<file path="config.mk">
export PLATFORM = sky130hd
export DESIGN_NAME = aux_seq_step_zero
export DESIGN_NICKNAME = d
export VERILOG_FILES = /design/src/design/aux_seq_pkg.sv /design/src/design/settle_if.sv /design/src/design/settle_timer.sv /design/src/design/aux_seq_step_zero.sv
export SDC_FILE = /design/constraint.sdc
export NUM_CORES = 1
export LEC_CHECK = 0
export BUFFER_PORTS_ARGS = -buffer_cell sky130_fd_sc_hd__buf_2
export CAP_MARGIN = 10
export CORE_AREA = 5 5 77 79
export CTS_CLUSTER_DIAMETER = 150
export DETAILED_ROUTE_END_ITERATION = 8
export DIE_AREA = 0 0 82 84
export PLACE_DENSITY = 0.73
export SLEW_MARGIN = 30
export SYNTH_ARGS = -nofsm -noshare
export SYNTH_HDL_FRONTEND = slang
export SYNTH_HIERARCHICAL = 1
export SYNTH_SLANG_ARGS = --single-unit
</file>
<file path="constraint.sdc">
create_clock -name mclk -period 7.8 [get_ports mclk]
set_input_delay 1.17 -clock mclk [delete_from_list [all_inputs] [get_ports mclk]]
set_output_delay 1.17 -clock mclk [all_outputs]
set_load 0.01 [all_outputs]
</file>
<file path="src/design/aux_seq_pkg.sv">
// constants and types for the step-0 configuration register of the aux converter sequencer
// assumes a single 50 MHz clock domain and a plain address/strobe register port
package aux_seq_pkg;
   localparam int          ADDR_W           = 8;
   localparam int          DATA_W           = 16;
   localparam logic [7:0]  STEP_ZERO_OFFSET = 8'h90;
   localparam logic [7:0]  SETTLE_OFFSET    = 8'h8c;
   localparam logic [15:0] STEP_ZERO_RESET  = 16'h0000;
   localparam logic [15:0] SETTLE_RESET     = 16'h0000;
   localparam int          ENABLE_BIT       = 15;
   localparam int          GAIN_HI          = 14;
   localparam int          GAIN_LO          = 13;
   localparam int          NEG_BIT          = 4;
   localparam int          POS_HI           = 3;
   localparam int          POS_LO           = 0;
   localparam int          DELAY_HI         = 10;
   localparam int          DELAY_LO         = 8;
   localparam logic [15:0] STEP_ZERO_MASK   = 16'he01f;
   localparam logic [15:0] SETTLE_MASK      = 16'h0700;
   localparam int          DELAY_BASE_LOG2  = 4;
   localparam int          DELAY_CNT_W      = 13;

   localparam logic [3:0] POS_TEMP    = 4'h8;
   localparam logic [3:0] POS_SHORT   = 4'h9;
   localparam logic [3:0] POS_AVDD4   = 4'hb;
   localparam logic [3:0] POS_IOVDD4  = 4'hc;

   typedef enum logic [1:0] {
      GAIN_ONE  = 2'h1,
      GAIN_TWO  = 2'h2,
      GAIN_FOUR = 2'h3
   } gain_t;

   typedef enum logic [2:0] {
      ST_IDLE   = 3'h1,
      ST_SETTLE = 3'h2,
      ST_READY  = 3'h4
   } seq_state_t;
endpackage

</file>
<file path="src/design/settle_if.sv">
// carries the settle-delay request and completion between sequencer control and the timer
// assumes both ends run on the same clock
`timescale 1ns/1ns
`default_nettype none
interface settle_if;
   logic       start;
   logic [2:0] code;
   logic       done;
   modport ctrl  (output start, output code, input done);
   modport timer (input start, input code, output done);
endinterface
`default_nettype wire

</file>
<file path="src/design/settle_timer.sv">
// settle-delay counter: 16 cycles for code 0, 32 << code cycles for every longer setting
// assumes start is a one-cycle pulse from logic on the same clock
`timescale 1ns/1ns
`default_nettype none
module settle_timer
   import aux_seq_pkg::*;
(
   input  wire logic mclk,    // master clock
   input  wire logic rst_n,   // async reset, active low
   settle_if.timer   link     // request and completion
);
   typedef struct packed {
      logic                   busy;
      logic [DELAY_CNT_W-1:0] count;
      logic                   done;
   } timer_t;

   timer_t cur;
   timer_t next_cur;

   always_comb begin
      next_cur      = cur;
      next_cur.done = 1'b0;
      if (link.start) begin
         // count reloads to length minus one so done lands exactly on the last cycle
         next_cur.busy  = 1'b1;
         // lengths run 16, 64, 128 ... 4096: code 0 is the only one off the doubling from 32
         next_cur.count = DELAY_CNT_W'((32'h1 << (DELAY_BASE_LOG2 + int'(link.code)
                          + int'(link.code != 3'h0))) - 32'h1);
      end else if (cur.busy) begin
         if (cur.count == '0) begin
            next_cur.busy = 1'b0;
            next_cur.done = 1'b1;
         end else begin
            next_cur.count = cur.count - DELAY_CNT_W'(1);
         end
      end
   end

   always_ff @(posedge mclk or negedge rst_n) begin
      if (!rst_n) begin
         cur <= '0;
      end else begin
         cur <= next_cur;
      end
   end

   assign link.done = cur.done;
endmodule
`default_nettype wire

</file>
<file path="src/design/aux_seq_step_zero.sv">
// step-0 configuration register of the aux converter sequencer, plus the settle delay
// assumes a host on the same clock issuing one-cycle read/write strobes
`timescale 1ns/1ns
`default_nettype none
// Behaviour
// - bit 15 set enables sequencer step 0; clear disables it
// - gain field 14:13: 00 gain 1, 01 gain 2, 10 and 11 gain 4
// - bit 4 picks negative input: 0 analog ground, 1 external input seven
// - positive field 3:0 codes 0 to 7 select external inputs 0 to 7
// - code 8 temperature sensor, code 9 internal short; negative automatic
// - code 11 analog supply over four, code 12 io supply over four
// - settle delay before next step conversion; code 0 is 16 cycles
module aux_seq_step_zero
   import aux_seq_pkg::*;
(
   input  wire logic                  mclk,          // master clock, 50 MHz
   input  wire logic                  rst_n,         // async reset, active low
   input  wire logic [ADDR_W-1:0]     regAddr,       // register address
   input  wire logic [DATA_W-1:0]     regWdata,      // write data
   input  wire logic                  regWr,         // write strobe
   input  wire logic                  regRd,         // read strobe
   output logic [DATA_W-1:0]          regRdata,      // read data, cycle after strobe
   input  wire logic                  stepRequest,   // sequencer asks to run step 0
   output logic                       stepEnable,    // step 0 enabled
   output aux_seq_pkg::gain_t         gainSel,       // decoded gain
   output logic [3:0]                 positiveInput, // positive mux code
   output logic                       negExternal,   // negative input is external input seven
   output logic                       negAuto,       // negative input chosen internally
   output logic                       convertStart,  // pulse: settle over, convert now
   output logic                       stepSkipped    // pulse: request seen while disabled
);
   typedef struct packed {
      logic [DATA_W-1:0] stepCfg;
      logic [DATA_W-1:0] settleCfg;
      logic [DATA_W-1:0] rdata;
      seq_state_t        state;
      logic              start;
      logic              skip;
      logic              convert;
   } core_t;

   core_t    cur;
   core_t    next_cur;
   settle_if settle ();

   logic [3:0] pos;
   logic       isAuto;

   // refuse package values that the fixed field layout below cannot serve
   if (DATA_W != 16) begin : g_bad_data_w
      $error("step register must be 16 bits wide");
   end

   if (ADDR_W < 8) begin : g_bad_addr_w
      $error("register address must hold an 8-bit offset");
   end

   if (ENABLE_BIT >= DATA_W) begin : g_bad_enable
      $error("enable bit lies outside the register");
   end

   if (GAIN_HI != GAIN_LO + 1) begin : g_bad_gain
      $error("gain field must be two bits wide");
   end

   if (POS_HI - POS_LO != 3) begin : g_bad_pos
      $error("positive input field must be four bits wide");
   end

   if (DELAY_HI - DELAY_LO != 2) begin : g_bad_delay
      $error("settle delay field must be three bits wide");
   end

   // longest setting is 4096 cycles, reloaded as 4095
   if (DELAY_CNT_W < DELAY_BASE_LOG2 + 8) begin : g_bad_count
      $error("settle counter too narrow for the longest delay");
   end

   if (STEP_ZERO_OFFSET == SETTLE_OFFSET) begin : g_bad_offset
      $error("step and settle registers share one offset");
   end

   // isAuto looks at the top code bit only, so every internal source must have it set
   if (!POS_TEMP[3] || !POS_SHORT[3] || !POS_AVDD4[3] || !POS_IOVDD4[3]) begin : g_bad_auto
      $error("internal source code below eight");
   end

   // each writable bit belongs to a field; reserved bits neither store nor reset high
   for (genvar b = 0; b < DATA_W; b++) begin : g_mask_bit
      localparam bit IN_STEP  = (b == ENABLE_BIT) || (b == NEG_BIT)
                                || (b <= GAIN_HI && b >= GAIN_LO)
                                || (b <= POS_HI && b >= POS_LO);
      localparam bit IN_DELAY = (b <= DELAY_HI && b >= DELAY_LO);

      if (STEP_ZERO_MASK[b] != IN_STEP) begin : g_bad_step
         $error("step register mask disagrees with its fields");
      end

      if (SETTLE_MASK[b] != IN_DELAY) begin : g_bad_settle
         $error("settle register mask disagrees with its field");
      end

      if ((STEP_ZERO_RESET[b] && !IN_STEP) || (SETTLE_RESET[b] && !IN_DELAY)) begin : g_bad_reset
         $error("reset value sets a reserved bit");
      end
   end

   settle_timer u_timer (
      .mclk  (mclk),
      .rst_n (rst_n),
      .link  (settle.timer)
   );

   assign pos = cur.stepCfg[POS_HI:POS_LO];

   always_comb begin
      // codes above 7 are all internal sources with automatic negative input
      isAuto = pos[3];
      next_cur         = cur;
      next_cur.rdata   = '0;
      next_cur.start   = 1'b0;
      next_cur.skip    = 1'b0;
      next_cur.convert = 1'b0;

      if (regWr && regAddr == STEP_ZERO_OFFSET) begin
         next_cur.stepCfg = regWdata & STEP_ZERO_MASK;
      end
      if (regWr && regAddr == SETTLE_OFFSET) begin
         next_cur.settleCfg = regWdata & SETTLE_MASK;
      end
      // unmapped addresses read zero
      if (regRd) begin
         case (regAddr)
            STEP_ZERO_OFFSET: next_cur.rdata = cur.stepCfg;
            SETTLE_OFFSET:    next_cur.rdata = cur.settleCfg;
            default:          next_cur.rdata = '0;
         endcase
      end

      case (cur.state)
         ST_IDLE: begin
            if (stepRequest) begin
               if (cur.stepCfg[ENABLE_BIT]) begin
                  next_cur.start = 1'b1;
                  next_cur.state = ST_SETTLE;
               end else begin
                  next_cur.skip = 1'b1;
               end
            end
         end
         ST_SETTLE: begin
            if (settle.done) begin
               next_cur.convert = 1'b1;
               next_cur.state   = ST_READY;
            end
         end
         ST_READY: begin
            next_cur.state = ST_IDLE;
         end
         default: begin
            next_cur.state = ST_IDLE;
         end
      endcase
   end

   always_ff @(posedge mclk or negedge rst_n) begin
      if (!rst_n) begin
         cur.stepCfg   <= STEP_ZERO_RESET;
         cur.settleCfg <= SETTLE_RESET;
         cur.rdata     <= '0;
         cur.state     <= ST_IDLE;
         cur.start     <= 1'b0;
         cur.skip      <= 1'b0;
         cur.convert   <= 1'b0;
      end else begin
         cur <= next_cur;
      end
   end

   assign settle.start = cur.start;
   assign settle.code  = cur.settleCfg[DELAY_HI:DELAY_LO];

   always_comb begin
      case (cur.stepCfg[GAIN_HI:GAIN_LO])
         2'h0:    gainSel = GAIN_ONE;
         2'h1:    gainSel = GAIN_TWO;
         default: gainSel = GAIN_FOUR;
      endcase
   end

   assign regRdata      = cur.rdata;
   assign stepEnable    = cur.stepCfg[ENABLE_BIT];
   assign positiveInput = pos;
   assign negAuto       = isAuto;
   assign negExternal   = cur.stepCfg[NEG_BIT] && !isAuto;
   assign convertStart  = cur.convert;
   assign stepSkipped   = cur.skip;
endmodule
`default_nettype wire

</file>
# [Word level (Yosys, flattened, before mapping)]
# Index checks and enable logic that the tools add are counted.
[classes] add_sub_neg=4 n_shift=1 n_reduce_logical=10 muxes=17 eq_ne=9
[ops] op="$add 32x2->32" n=1
[ops] op="$pmux 16 s2" n=1
[ops] op="$shl 1x32->13 const A" n=1
[ops] op="$sub 13x1->13 const B" n=2
[ops] op="$eq 8x8->1 const B" n=2
[ops] op="$mux 16" n=1
[ops] op="$mux 15" n=1
[ops] op="$mux 14" n=1
[ops] op="$logic_not 13->1" n=1
[ops] op="$mux 13" n=1
[ops] op="$mux 1" n=6
[ops] op="$ne 2x2->1 const B" n=3
[ops] op="$pmux 3 s2" n=1
[ops] op="$mux 5" n=1
[ops] op="$add 3x3->4 const A" n=1
[ops] op="$mux 4" n=1
[ops] op="$pmux 2 s2" n=1
[ops] op="$eq 3x1->1 const B" n=1
[ops] op="$eq 3x2->1 const B" n=1
[ops] op="$logic_and 1x1->1" n=3
[ops] op="$mux 3" n=1
[ops] op="$reduce_and 3->1" n=1
[ops] op="$reduce_bool 3->1" n=1
[ops] op="$eq 2x1->1 const B" n=1
[ops] op="other kinds (6)" n=6
[totals] ff_bits=48

# [Depth between registers and ports, before layout]
# Gate-level depths: netlist of run 1.
[depth] ltp_word=5 ltp_mapped=10 ltp_nobuf=8

# [Hierarchy]
# Netlist of run 1, hierarchy kept.
[by_module_without_submodules] mod="settle_timer" area_per_inst_um2=1306.3 instances=1 seq_area_each_um2=375.4 cells_each=159
[by_module_without_submodules] mod="aux_seq_step_zero" area_per_inst_um2=1207.4 instances=1 seq_area_each_um2=701.9 cells_each=93

# [Worst setup path after synthesis of run 1]
# No wires, ideal clock.
[synth_path] path_kind="register -> register" start="register cur[32] in the netlist's numbering" end="register u_timer/cur[5] in the netlist's numbering" setup_ns=0.077 n_path_buf=2 t_arrival_ns=2.522 stages_incl_launch_ff=11 required_ns=7.723 setup_slack_ns=5.201 path_cell_list="dfrtp_1 clkbuf_1 or3_1 ha_1 clkbuf_1 nor3_1 nand3_1 ha_1 nor3_1 a31oi_1 a21oi_1"
[synth_between] elab_chain_cells=5
[synth_rtl] item="from (decl)" line_no="aux_seq_step_zero.sv:42" rtl="core_t cur;"
[synth_rtl] item="from (signal assigned)" line_no="aux_seq_step_zero.sv:176" rtl="cur <= next_cur;"
[synth_rtl] item="$add 3x3->4 / $reduce_bool 3->1 (equally long branches)" line_no="settle_timer.sv:28, settle_timer.sv:29"
[synth_rtl] item="$add 32x2->32 (*)" line_no="settle_timer.sv:29" rtl="+ int'(link.code != 3'h0))) - 32'h1);"
[synth_rtl] item="$shl 1x32->13 (*)" line_no="settle_timer.sv:28" rtl="next_cur.count = DELAY_CNT_W'((32'h1 << (DELAY_BASE_LOG2 + int'(link.code)"
[synth_rtl] item="$sub 13x1->13 (*)" line_no="settle_timer.sv:29"
[synth_rtl] item="$mux 14 (*)" line_no="settle_timer.sv:24" rtl="if (link.start) begin"
[synth_rtl] item="to (signal assigned)" line_no="settle_timer.sv:44" rtl="cur <= next_cur;"
[synth_rtl] item="to (decl)" line_no="settle_timer.sv:18" rtl="timer_t cur;"
# Every way passes the cells marked *; elsewhere a longest branch is shown, timed or not.
# A chain may end at the register's enable or synchronous reset.

# [Worst setup path in the final report of run 1]
# Ends and elaborated chain as after synthesis.

==> results of run 1 <==
-- power groups by stage --
stage	clock network [W]	registers, W	logic, W
after global routing	0.000185	0.000230	0.0000513
after floorplan	0	0.000232	0.0000319
after detailed placement	0	0.000234	0.0000453
after global placement	0	0.000234	0.0000441
final	0.000173	0.000230	0.0000453
after CTS	0.000177	0.000230	0.0000455
-- per-stage QoR --
step                      utilization, %  instances  cell area [um2]
after detailed placement            50.3        344             2650
after floorplan                        -        256             2530
after CTS                           52.4        352             2760
after global placement              50.3        344             2650
final                               52.4        352             2760
after global routing                52.4        352             2760
-- worst max-delay path, cell delays in order, from the launching register on --
cell and delay [ns]:
sky130_fd_sc_hd__dfrtp_1 0.57, sky130_fd_sc_hd__or3_1 0.49, sky130_fd_sc_hd__ha_1 0.35, sky130_fd_sc_hd__nor3_1 0.48
sky130_fd_sc_hd__nand3_1 0.18, sky130_fd_sc_hd__ha_1 0.31, sky130_fd_sc_hd__nor3_1 0.20, sky130_fd_sc_hd__a31oi_1 0.06
sky130_fd_sc_hd__a21oi_1 0.12
-- layout make-up --
| class | instances | area [um2] |
|---|---|---|
| tap | 72 | 90.1 |
| inverter | 7 | 26.3 |
| timing repair buffer | 45 | 228 |
| clock buffer | 5 | 68.8 |
| sequential | 43 | 1080 |
| clock inverter | 3 | 43.8 |
| multi-input combinational | 177 | 1230 |
| fill | 507 | 2510 |
-- synthesized netlist by cell type (3+ instances only) --
library cell                n
sky130_fd_sc_hd__nand3b_1   3
sky130_fd_sc_hd__ha_1       6
sky130_fd_sc_hd__nor2_1    10
sky130_fd_sc_hd__nor3_1    10
sky130_fd_sc_hd__mux2_2    11
sky130_fd_sc_hd__nand2_1   12
sky130_fd_sc_hd__o21ai_0   13
sky130_fd_sc_hd__buf_4     21
sky130_fd_sc_hd__clkbuf_1   7
sky130_fd_sc_hd__a21oi_1   13
sky130_fd_sc_hd__nand3_1    7
sky130_fd_sc_hd__nor4_1     5
sky130_fd_sc_hd__dfrtp_1   42
sky130_fd_sc_hd__nand2b_1   3
sky130_fd_sc_hd__a31oi_1    5
sky130_fd_sc_hd__or4_1      3
sky130_fd_sc_hd__inv_1      7
sky130_fd_sc_hd__nor3b_1    3
sky130_fd_sc_hd__xnor2_1   10
sky130_fd_sc_hd__and2_1    12
sky130_fd_sc_hd__nor2b_1    6
-- cell usage in the layout (no fill, tap or decap), types with 2 or more instances in the layout --
master	instances
sky130_fd_sc_hd__or4_1	3
sky130_fd_sc_hd__and2_1	12
sky130_fd_sc_hd__ha_1	6
sky130_fd_sc_hd__or4_4	2
sky130_fd_sc_hd__nand2_1	12
sky130_fd_sc_hd__xnor2_1	10
sky130_fd_sc_hd__a21oi_1	13
sky130_fd_sc_hd__buf_2	44
sky130_fd_sc_hd__mux2_2	11
sky130_fd_sc_hd__nand3b_1	3
sky130_fd_sc_hd__nor2b_1	6
sky130_fd_sc_hd__o41ai_1	2
sky130_fd_sc_hd__and3_1	2
sky130_fd_sc_hd__nand3_1	7
sky130_fd_sc_hd__conb_1	5
sky130_fd_sc_hd__nand2b_1	3
sky130_fd_sc_hd__nor4_1	5
sky130_fd_sc_hd__o21ai_0	13
sky130_fd_sc_hd__clkbuf_8	5
sky130_fd_sc_hd__a31oi_1	5
sky130_fd_sc_hd__nor2_1	10
sky130_fd_sc_hd__nor3b_1	3
sky130_fd_sc_hd__inv_1	7
sky130_fd_sc_hd__dfrtp_1	42
sky130_fd_sc_hd__nor3_1	10
sky130_fd_sc_hd__o221ai_1	2
-- registers in the layout (all words and copies together), names as in the netlist --
register / flops
stepEnable: 1
cur: 9
positiveInput: 3
convertStart: 1
settle.start: 1
stepSkipped: 1
negAuto: 1
u_timer/cur: 14
u_timer/link.done: 1
regRdata: 11
-- worst min path at each step --
stage	start	to	slack [ns]	cells after the start
after floorplan	cur[42]	regRdata[4]	0.46	1
after global placement	positiveInput[1]	regRdata[1]	0.49	1
final	positiveInput[0]	regRdata[0]	0.50	1
after global routing	positiveInput[1]	regRdata[1]	0.54	1
after CTS	positiveInput[0]	regRdata[0]	0.51	1
after detailed placement	positiveInput[2]	regRdata[2]	0.49	1
-- cell families (layout without fill, tap and decap cells) --
kind of cell | Yosys count | in the layout | share of synthesized area, %
flops | 43 | 43 | 42.9
compound gates | 51 | 51 | 13.6
simple gates | 92 | 92 | 22.4
xor+xnor | 11 | 11 | 3.83
other cells | 1 | 5 | 0.149
mux | 12 | 12 | 5.33
fa+ha+maj | 6 | 6 | 2.99
buf+inv | 36 | 60 | 8.81
-- layer usage --
metal	vias up	global-route usage, %
li1	941	-
met2	46	24.7
met3	8	2.81
met1	912	19.2
met5	-	0
met4	0	6.50
==> out/summary.md, run 1 <==
The flow ran to the end, and the final reports show no timing, DRC or antenna violations. TritonCTS created 5 clock buffers. For the pin with the worst max-slew slack, the measured transition is 0.670 ns. The number of failing hold endpoints at the final stage is 0, and the register clock-pin slew on the reported worst setup and hold paths is 0.09 ns. For this run, the number of Yosys warnings is 6. For the number of nets still failing antenna checks after routing, the log shows 0. Of all cell types, the one taking the most synthesized area is sky130_fd_sc_hd__dfrtp_1. The sequential cell fraction of total power was 51.3%; the initial antenna violation count was 0. The tools report the total count of max-transition violations in the final report as 0. The worst register-to-register path begins at cur[32]. The run gives 0 as the post-CTS setup buffer count. Per report_power, the clock group accounts for 38.6% of the total.

The placer congestion estimate was 0.824; the met1 layer wirelength in the final routing was 2080 um. The worst path uses 36.2% of the clock period. The path class of the lowest-slack min-delay path was reg -> reg.

The sequential-to-total area share from yosys stat was 42.9%. STA classifies the critical path startpoint as a flop. Power spread over the standard cell area amounts to 162 nW/um2. The met2 wire length was 2460 um.

The final routed wire length divided by cell count is 13.9 um. Power comes to 0.000448 W. In this run the critical register-to-register path is captured at u_timer/cur[5].

The tools report the tightest hold margin as 0.499 ns. The analysis attributes to net switching a power of 0.000109 W. Counting distinct cell types in the post-synthesis netlist gives 60. The share of synthesized area in the top cell type comes to 41.8%. The tools report the achievable clock frequency as 0.354 GHz. Max-cap violations in this run came to 0. For this design the top-level I/O count stands at 56.

Detailed placement finished with a half-perimeter wire length of 3540 um. The worst slew margin relative to its limit came out at 55.0%. The die covers 6890 um2. STA puts the critical path data required time at 8.03 ns. The pre-antenna-repair detailed-routing pass consisted of 4 iterations. Setup total negative slack on the finished layout was measured at 0 ns. The number of cells on the worst reg-to-reg path is 8.

Sorting the synthesized cells by area gives the leading types as sky130_fd_sc_hd__dfrtp_1 42%, sky130_fd_sc_hd__buf_4 6.3%, sky130_fd_sc_hd__mux2_2 4.9%. Maximum buffer depth of the clock tree: 2. For the count of inserted antenna diode cells, the log shows 0. In this run the vertical extent of the chip is 84 um.

The core region is 5270 um2. The share of total power consumed by net switching is 24.3%, and the share of post-route cells with drive strength above 1 is 26.8%. From synthesis to final layout, the design area changed by 9.96%.

The run gives 3.05 ns as the arrival time at the worst endpoint. The clock net sink count came out at 43. The total overflow left after global routing is 0. VDD sags by at most 0.0605 mV. The combinational share of power is 10.1%, and the number of design-rule violations left by the first detailed-router iteration is 122. Summing over every cut layer, the via total after detailed routing is 1,907.

The number of flops mapped to enable cells by yosys is 0, and the final worst-path setup slack is 4.98 ns. The floorplan has 27 rows. Entering global routing, the biggest net connects 44 pins. Dividing the detail-routed via count by the number of cells gives 5.42.

The via count of the first global-routing pass was 1,856. Setup repair after global routing left no endpoint under its margin. The H-tree generated during clock tree synthesis spans 2 levels. For the total leakage power, the log shows 1.37 nW.

The count of endpoints failing setup in the final report is 0. Setup slack on the worst reg-to-reg path comes out at 4.98 ns. The first global-routing pass estimated 8260 um of wire. The worst setup path category is reg -> reg. The final layout contains 314 nets. Maximum fanout encountered on the critical timing path: 17. For this run, asynchronously set or reset flops after synthesis account for 100%.

TritonCTS built the clock tree. In this run, post-CTS hold repair placed 0 buffers. The clock reaches the later pin of the worst-skew pair after 0.30 ns. For the sum of met3 wire segment lengths after detailed routing, the log shows 248 um. Internal power comes to 0.000339 W. The critical path ends at u_timer/cur[5]. The tree is rooted in a sky130_fd_sc_hd__clkbuf_8.

The synthesized design contains 43 register bits. In the global route stage, overall resource usage came out at 15.1%. The cell area that synthesis handed to floorplanning was 2510 um2.

Origin of the worst setup path: cur[32]. The worst setup path is captured at a flop. Shortest period the worst path allows: 2.82 ns.

A synthesized cell averages 9.97 um2. The number of remaining DRC errors is 0, and the post-route clock skew is 0.00969 ns. After detailed routing, the total wire length is 4880 um. Counting every instance in the synthesized netlist gives 252. For this configuration, the core starts out at a cell density of 47.7%. Die extent in x: 82 um. Most used flip-flop cell after synthesis: sky130_fd_sc_hd__dfrtp_1. For the pre-CTS worst setup slack, the log shows 5.03 ns. Highest layer used for signal routing: met4. The count of input and output buffers is 45, and the quantity of gates resized following cts is 0.
Power figures use the tool's default switching activity.
==> inputs of run 2 (changes only) <==
Settings changed: CORE_AREA 5 5 77 79 to 5 5 78 80, DIE_AREA 0 0 82 84 to 0 0 83 85, PLACE_DENSITY 0.73 to 0.75.
Clock period 7.8 ns to 2.5 ns, I/O delays scaled along.
==> run 2 against run 1 <==
Effect of this change:
- flip-flop and latch count unchanged
- global-route usage decreased by 0.69 points
- fmax rose by 21%
- power grew to 3.1 times the previous value
- clock power grew to 3.1 times the previous value
- worst setup slack lost 4.8 ns
- count of clock-buffer cells in the layout is the same
- highest routed layer unchanged
==> out/summary.md, run 2 (synthesis results as in run 1) <==
The run finished with clean final reports. The relative area change from synthesis to final layout came out at 12.6%. Among cell families on the critical path, the largest total delay comes from compound AO/OA/AOI/OAI gates.

The met2 usage was 24.6%; the achievable clock frequency was 0.427 GHz. The largest individual stage delay along the critical path comes from the cell sky130_fd_sc_hd__or3_1. The number of nets still failing antenna checks after routing is 0, and the total global routing overflow is 0.

The via count is 1,962. Count of input and output buffers: 45. The path class of the lowest-slack min-delay path was in -> async. Across the VDD grid, the largest voltage drop is 0.298 mV. For the placeable core area, the log shows 5340 um2.

For this configuration, the core starts out at a cell density of 47.1%. TritonCTS built the clock tree. The first-pass GRT wire length is 8350 um, and the maximum fanout encountered on the critical timing path is 7.

The completed layout was analyzed and its total power is 0.00140 W. The first TritonRoute pass finished after 5 iterations. For this run, design rule violations remaining after detail routing come to 0. The net count of the finished layout is 322. The via count of the first global-routing pass is 1,820, and the half-perimeter wire length after placement is 3690 um. The register with the most flip-flops in the layout has 14 of them. The critical path starts at cur[32]. Global routing consumed, on the met1 layer, 17.3% of the routing resources.

After layout, the worst setup slack is 0.158 ns. Clock-pin slew was measured on the worst setup and hold paths at 0.08 ns. Final instance count without filler cells: 360.

In this run the clock root is driven by a sky130_fd_sc_hd__clkbuf_8. The signal on the critical path passes through or3_1 -> ha_1 -> ha_1 -> buf_4 -> o221ai_1 -> o41ai_1 -> o41ai_1. The endpoint of the worst-slack reg-to-reg timing path was u_timer/cur[13].

The number of design-rule violations left by the first detailed-router iteration is 128. STA classifies the critical path endpoint as a flop. The vertical extent of the die was 85 um. The tools report the die area as 7060 um2.

For the placer congestion estimate, the log shows 0.848. In the layout the commonest cells are 44 x sky130_fd_sc_hd__buf_2, 42 x sky130_fd_sc_hd__dfrtp_1, 13 x sky130_fd_sc_hd__o21ai_0, 13 x sky130_fd_sc_hd__a21oi_1. In the final routed layout, each cell accounts on average for 13.6 um.

The critical path is of the reg -> reg type. For this block, the routed nets add up to 4880 um of wire. The worst slew margin relative to its limit was 63.2%; the level count of the clock H-tree was 2.

The number of max-cap violations was 0; the share of post-route cells with drive strength above 1 was 29.5%. The clock arrives with 0.00375 ns of skew. Data arrives at the worst endpoint at 2.53 ns. The number of buffers and inverters on the critical path was 1. Clock tree synthesis inserted a total of 5 buffers. No sink is reached through more buffers than the 2 on the longest clock path. The run gives 43 as the clock net sink count. The number of failing hold endpoints at the final stage is 0. Setup repair after global routing left no endpoint under its margin. The number of vias per cell after detailed routing came out at 5.45. The logs give 0 for the count of hold-fix buffers inserted at cts and 27 for the number of cell rows. The startpoint class of the critical path is a flop. Final cell utilization of the core: 53.0%. The setup slack on the worst flop-to-flop path was 0.16 ns. After layout, the minimum clock period comes to 2.34 ns. The tools report the initial antenna violation count as 0. The run gives 56 as the number of I/O pins.

The logs give 1.41 nW for the total leakage power and 2.68 ns for the worst endpoint required time. The most common cell after layout, fill and taps aside is sky130_fd_sc_hd__buf_2. The logs give 0 ns for the post-route setup TNS and 14.4% for the global-route usage over all layers. The slew at the pin closest to its max-slew limit works out to 0.547 ns. The pre-CTS worst setup slack is 0.146 ns, and the power density relative to cell area is 494 nW/um2. After detailed placement, the design holds a cell count of 352. The clock latency reported for the late side of the worst-skew pair was 0.30 ns; the final clock period utilization by the worst path was 93.7%. Most flop-heavy register: u_timer/cur.

The die is 83 um wide. The repair_antennas step left the layout with diodes totalling 0. For this run, the slowest stage of the critical path takes 0.42 ns. The logs give 0 for the total count of max-transition violations in the final report and 44 for the maximum number of pins on one net before global-route repair.

The number of cells on the worst reg-to-reg path was 7. In this run the critical register-to-register path is launched from cur[32]. Setup violations remaining at the end of the flow were counted as 0. The tools report the met3 demand-to-capacity share in global routing as 4.08%.

Most used routing layer: met2.
-- run 2: cell types whose count changed in the layout (fill, tap and decap cells not counted), sizes merged --
cell,delta
buf,+8
-- run 2: power by group --
group          internal, W  switching, W  total, W  leakage [nW]
Combinational    0.0000622     0.0000908  0.000153         0.766
Sequential        0.000703    0.00000613  0.000709         0.590
Clock             0.000297      0.000239  0.000536        0.0581
-- run 2: timing repair --
item,in CTS,in global routing
endpoints found under the hold margin,0,0
resized for setup,0,1
setup endpoints to repair,0,1
buffers inserted,0,0
-- run 2: layout make-up --
type,count,area (um2)
Multi-Input combinational cell,177,1240
Clock buffer,5,68.8
Sequential cell,43,1080
Inverter,7,26.3
Timing Repair Buffer,53,288
Clock inverter,3,43.8
Fill cell,519,2510
Tap cell,72,90.1
-- run 2: worst max-delay path by stage --
stage | cells past startpoint | slack (ns) | end
final | 7 | 0.16 | u_timer/cur[13]
after global placement | 9 | 0.20 | u_timer/cur[13]
after CTS | 9 | 0.12 | u_timer/cur[13]
after detailed placement | 9 | 0.15 | u_timer/cur[13]
after floorplan | 8 | 0.008 | u_timer/cur[9]
after global routing | 9 | 0.009 | u_timer/cur[13]
-- run 2: metal layers --
layer	routed length, um	vias to the layer above
li1	-	957
met4	95	0
met5	0	-
met2	2400	51
met1	2110	945
met3	274	9
-- run 2: through the flow --
step	instance area (um2)	hold WS, ns
2_1_floorplan	2540	0.0794
3_3_place_gp	2710	0.478
3_5_place_dp	2710	0.486
4_1_cts	2830	0.237
5_1_grt	2830	0.0933
6_report	2830	0.0511
==> inputs of run 3 (changes only) <==
Settings changed: CORE_AREA 5 5 78 80 to 10 10 87 89, DIE_AREA 0 0 83 85 to 0 0 97 99, PLACE_DENSITY 0.75 to 0.68.
==> run 3 against run 2 <==
Effect of this change:
- flip-flop and latch count unchanged
- die area increased by 36%
- clock power increased by 4.5%
- final cell count increased by 0.56%
- hold slack improved by 0.0099 ns
- sequential power about the same
- highest routed layer unchanged
- critical path type unchanged
- non-clock buffer count decreased by 1
- via count decreased by 1.4%
- register-to-register slack about the same
- cell area about the same
==> out/summary.md, run 3 (synthesis results as in run 1) <==
The first global-routing pass estimated 8990 um of wire. The highest-delay cell along the critical path is sky130_fd_sc_hd__ha_2. From synthesis to final layout, the design area changed by 12.7%.

The tools report the total global routing overflow as 0. Summed over all nets, the half-perimeter wirelength after detailed placement is 4010 um. In this run the tightest slew margin relative to its limit is 63.5%. Max-cap violations in this run came to 0. For the pin with the worst max-slew slack, the measured transition is 0.548 ns. Subtracting the final worst setup slack from the clock period gives 2.34 ns. Most common cell after layout, fill and taps aside: sky130_fd_sc_hd__buf_2.

Family of cells with the greatest summed delay on the critical path: adder cells. After routing the design area is 2830 um2. Traced cell by cell, the critical path runs through or3_1 -> ha_1 -> ha_2 -> nand3b_1 -> a21boi_0 -> o22ai_1 -> a21oi_1 -> o21ai_0.

In this run the worst path has a maximum fanout of 12. The maximum ir drop on the vdd rail was 0.241 mV. For the number of nets in the layout, the log shows 321.

The placeable core area was 5850 um2. Counting flops per register, the top entry is u_timer/cur. For the worst endpoint required time, the log shows 2.68 ns. The combinational share of power is 10.9%. Via count of the first global-routing pass: 1,884. The flip-flop count of the largest register, all copies and words added was 14; the level count of the clock H-tree was 2. The placer congestion estimate came out at 0.825. Setup repair after global routing left no endpoint under its margin.

For the setup slack on the worst flop-to-flop path, the log shows 0.16 ns. The initial antenna violation count was 0. After detailed routing, the total wire length is 5430 um. In the routed design, unresolved DRC markers number 0. The endpoint kind of the worst setup timing path is a flop.

TritonCTS built the clock tree. The number of nets still failing antenna checks after routing came out at 0. The switching power was 0.000337 W. The tree is rooted in a sky130_fd_sc_hd__clkbuf_8. Path class of the lowest-slack min-delay path: in -> async. The final instance count without filler cells was 362; the total leakage power was 1.41 nW. After clock tree synthesis, the flow added hold-fix buffers numbering 0. STA puts the critical path data arrival time at 2.52 ns. The logs give 109 for the number of design-rule violations left by the first detailed-router iteration and 0 for the count of inserted antenna diode cells. The final clock period utilization by the worst path was 93.5%; the maximum buffer depth of the clock tree was 2. The die covers 9600 um2. After layout, the design draws a total of 0.00143 W. Clock latency on the worst-skew pair, taken at its later pin, is 0.30 ns. The post-route setup TNS is 0 ns. Number of vias per cell after detailed routing: 5.34. Startpoint class of the critical path: a flop. Buffers inserted during clock tree synthesis total 5. The number of iterations in the first detailed-routing pass was 4. In this run switching power makes up 23.6% of total power. Static timing analysis puts the maximum clock frequency at 0.428 GHz.

The clock drives 43 sinks. Cells with a size suffix above 1 make up 29.3% of the layout. The power density relative to cell area works out to 503 nW/um2. The tools report the global-route usage over all layers as 11.1%. For the post-route clock skew, the log shows 0.00879 ns.

Entering global routing, the biggest net connects 44 pins. The via count is 1,934, and the vertical extent of the die is 99 um. The run finished with clean final reports.

Internal power comes to 0.00109 W. Of the total power, registers draw 49.8%. Cell total after placement: 354.

The tools report the share of total power in the clock network as 39.3%. The number of failing hold endpoints at the final stage is 0. For the starting utilization of the core area, the log shows 43.0%.

For this run, the slowest stage of the critical path takes 0.45 ns. The library cells used most frequently in the layout, excluding fill and tap cells, are 44 x sky130_fd_sc_hd__buf_2, 42 x sky130_fd_sc_hd__dfrtp_1, 13 x sky130_fd_sc_hd__o21ai_0, 13 x sky130_fd_sc_hd__a21oi_1. The total count of max-transition violations in the final report was 0; the die extent in x was 97 um. The tools report the number of I/O pins as 56. The worst setup path category is reg -> reg. The run gives 28 as the number of cell rows. Count of endpoints failing setup in the final report: 0.

After detailed routing, the average wire length per cell comes to 15.0 um. The count of buffers added on input and output ports is 45. The register clock-pin slew on the reported worst setup and hold paths is 0.08 ns, and the number of buffers and inverters on the critical path is 0. The cell area after placement was 2710 um2.
[run 3: cell count changes in the layout (fill, tap and decap cells not counted)]
| cell | before | now |
|---|---|---|
| sky130_fd_sc_hd__buf_4 | 9 | 8 |
| sky130_fd_sc_hd__clkbuf_8 | 5 | 6 |
| sky130_fd_sc_hd__clkinv_4 | 1 | 0 |
[run 3: final cells by class]
class	instances	area, um2
fill	559	3020
multi-input combinational	177	1240
sequential	43	1080
timing repair buffer	52	280
tap	75	93.8
clock buffer	6	82.6
clock inverter	2	35.0
inverter	7	26.3
[run 3: final timing paths]
check / startpoint / end / depth (start not counted)
min in group mclk: regWdata[8] / cur[30] / 2
worst min register to register: positiveInput[0] / regRdata[0] / 1
worst max-delay path: cur[32] / u_timer/cur[12] / 8
max in group asynchronous: rst_n / cur[3] / 1
worst max register to register: cur[32] / u_timer/cur[12] / 8
worst min-delay path: rst_n / u_timer/link.done / 1
[run 3: metal layers]
layer  global-route usage [%]  wire [um]  vias up  share of wire [%]
met2                     18.8       2700       43                 50
met3                     2.65        240        6                4.4
li1                         -          -      954                  -
met4                     4.09         76        0                1.4
met1                     13.4       2410      931                 44
met5                        0          0        -                  0
[run 3: through the flow]
step	setup WS [ns]	hold WS (ns)	utilization [%]
4_1_cts	0.128	0.263	48.3
5_1_grt	0.0254	0.0930	48.4
3_5_place_dp	0.143	0.494	46.3
2_1_floorplan	0.00766	0.0794	-
3_3_place_gp	0.178	0.478	46.3
6_report	0.164	0.0610	48.4
[run 3: repair_timing]
action,in CTS,in global routing
setup buffers,0,0
endpoints found under the hold margin,0,0
setup endpoints to repair,0,3
resized for setup,0,1
[run 3: worst register-to-register path: stages, from the launching register on]
cell,delay (ns)
sky130_fd_sc_hd__dfrtp_1,0.38
sky130_fd_sc_hd__or3_1,0.42
sky130_fd_sc_hd__ha_1,0.21
sky130_fd_sc_hd__ha_2,0.45
sky130_fd_sc_hd__nand3b_1,0.16
sky130_fd_sc_hd__a21boi_0,0.21
sky130_fd_sc_hd__o22ai_1,0.13
sky130_fd_sc_hd__a21oi_1,0.18
sky130_fd_sc_hd__o21ai_0,0.09
[run 3: power groups by stage]
stage	combinational, W	sequential [W]	clock (W)
after floorplan	0.000100	0.000725	0
after global placement	0.000150	0.000723	0
after detailed placement	0.000154	0.000724	0
after CTS	0.000155	0.000710	0.000582
after global routing	0.000172	0.000711	0.000608
final	0.000155	0.000710	0.000560
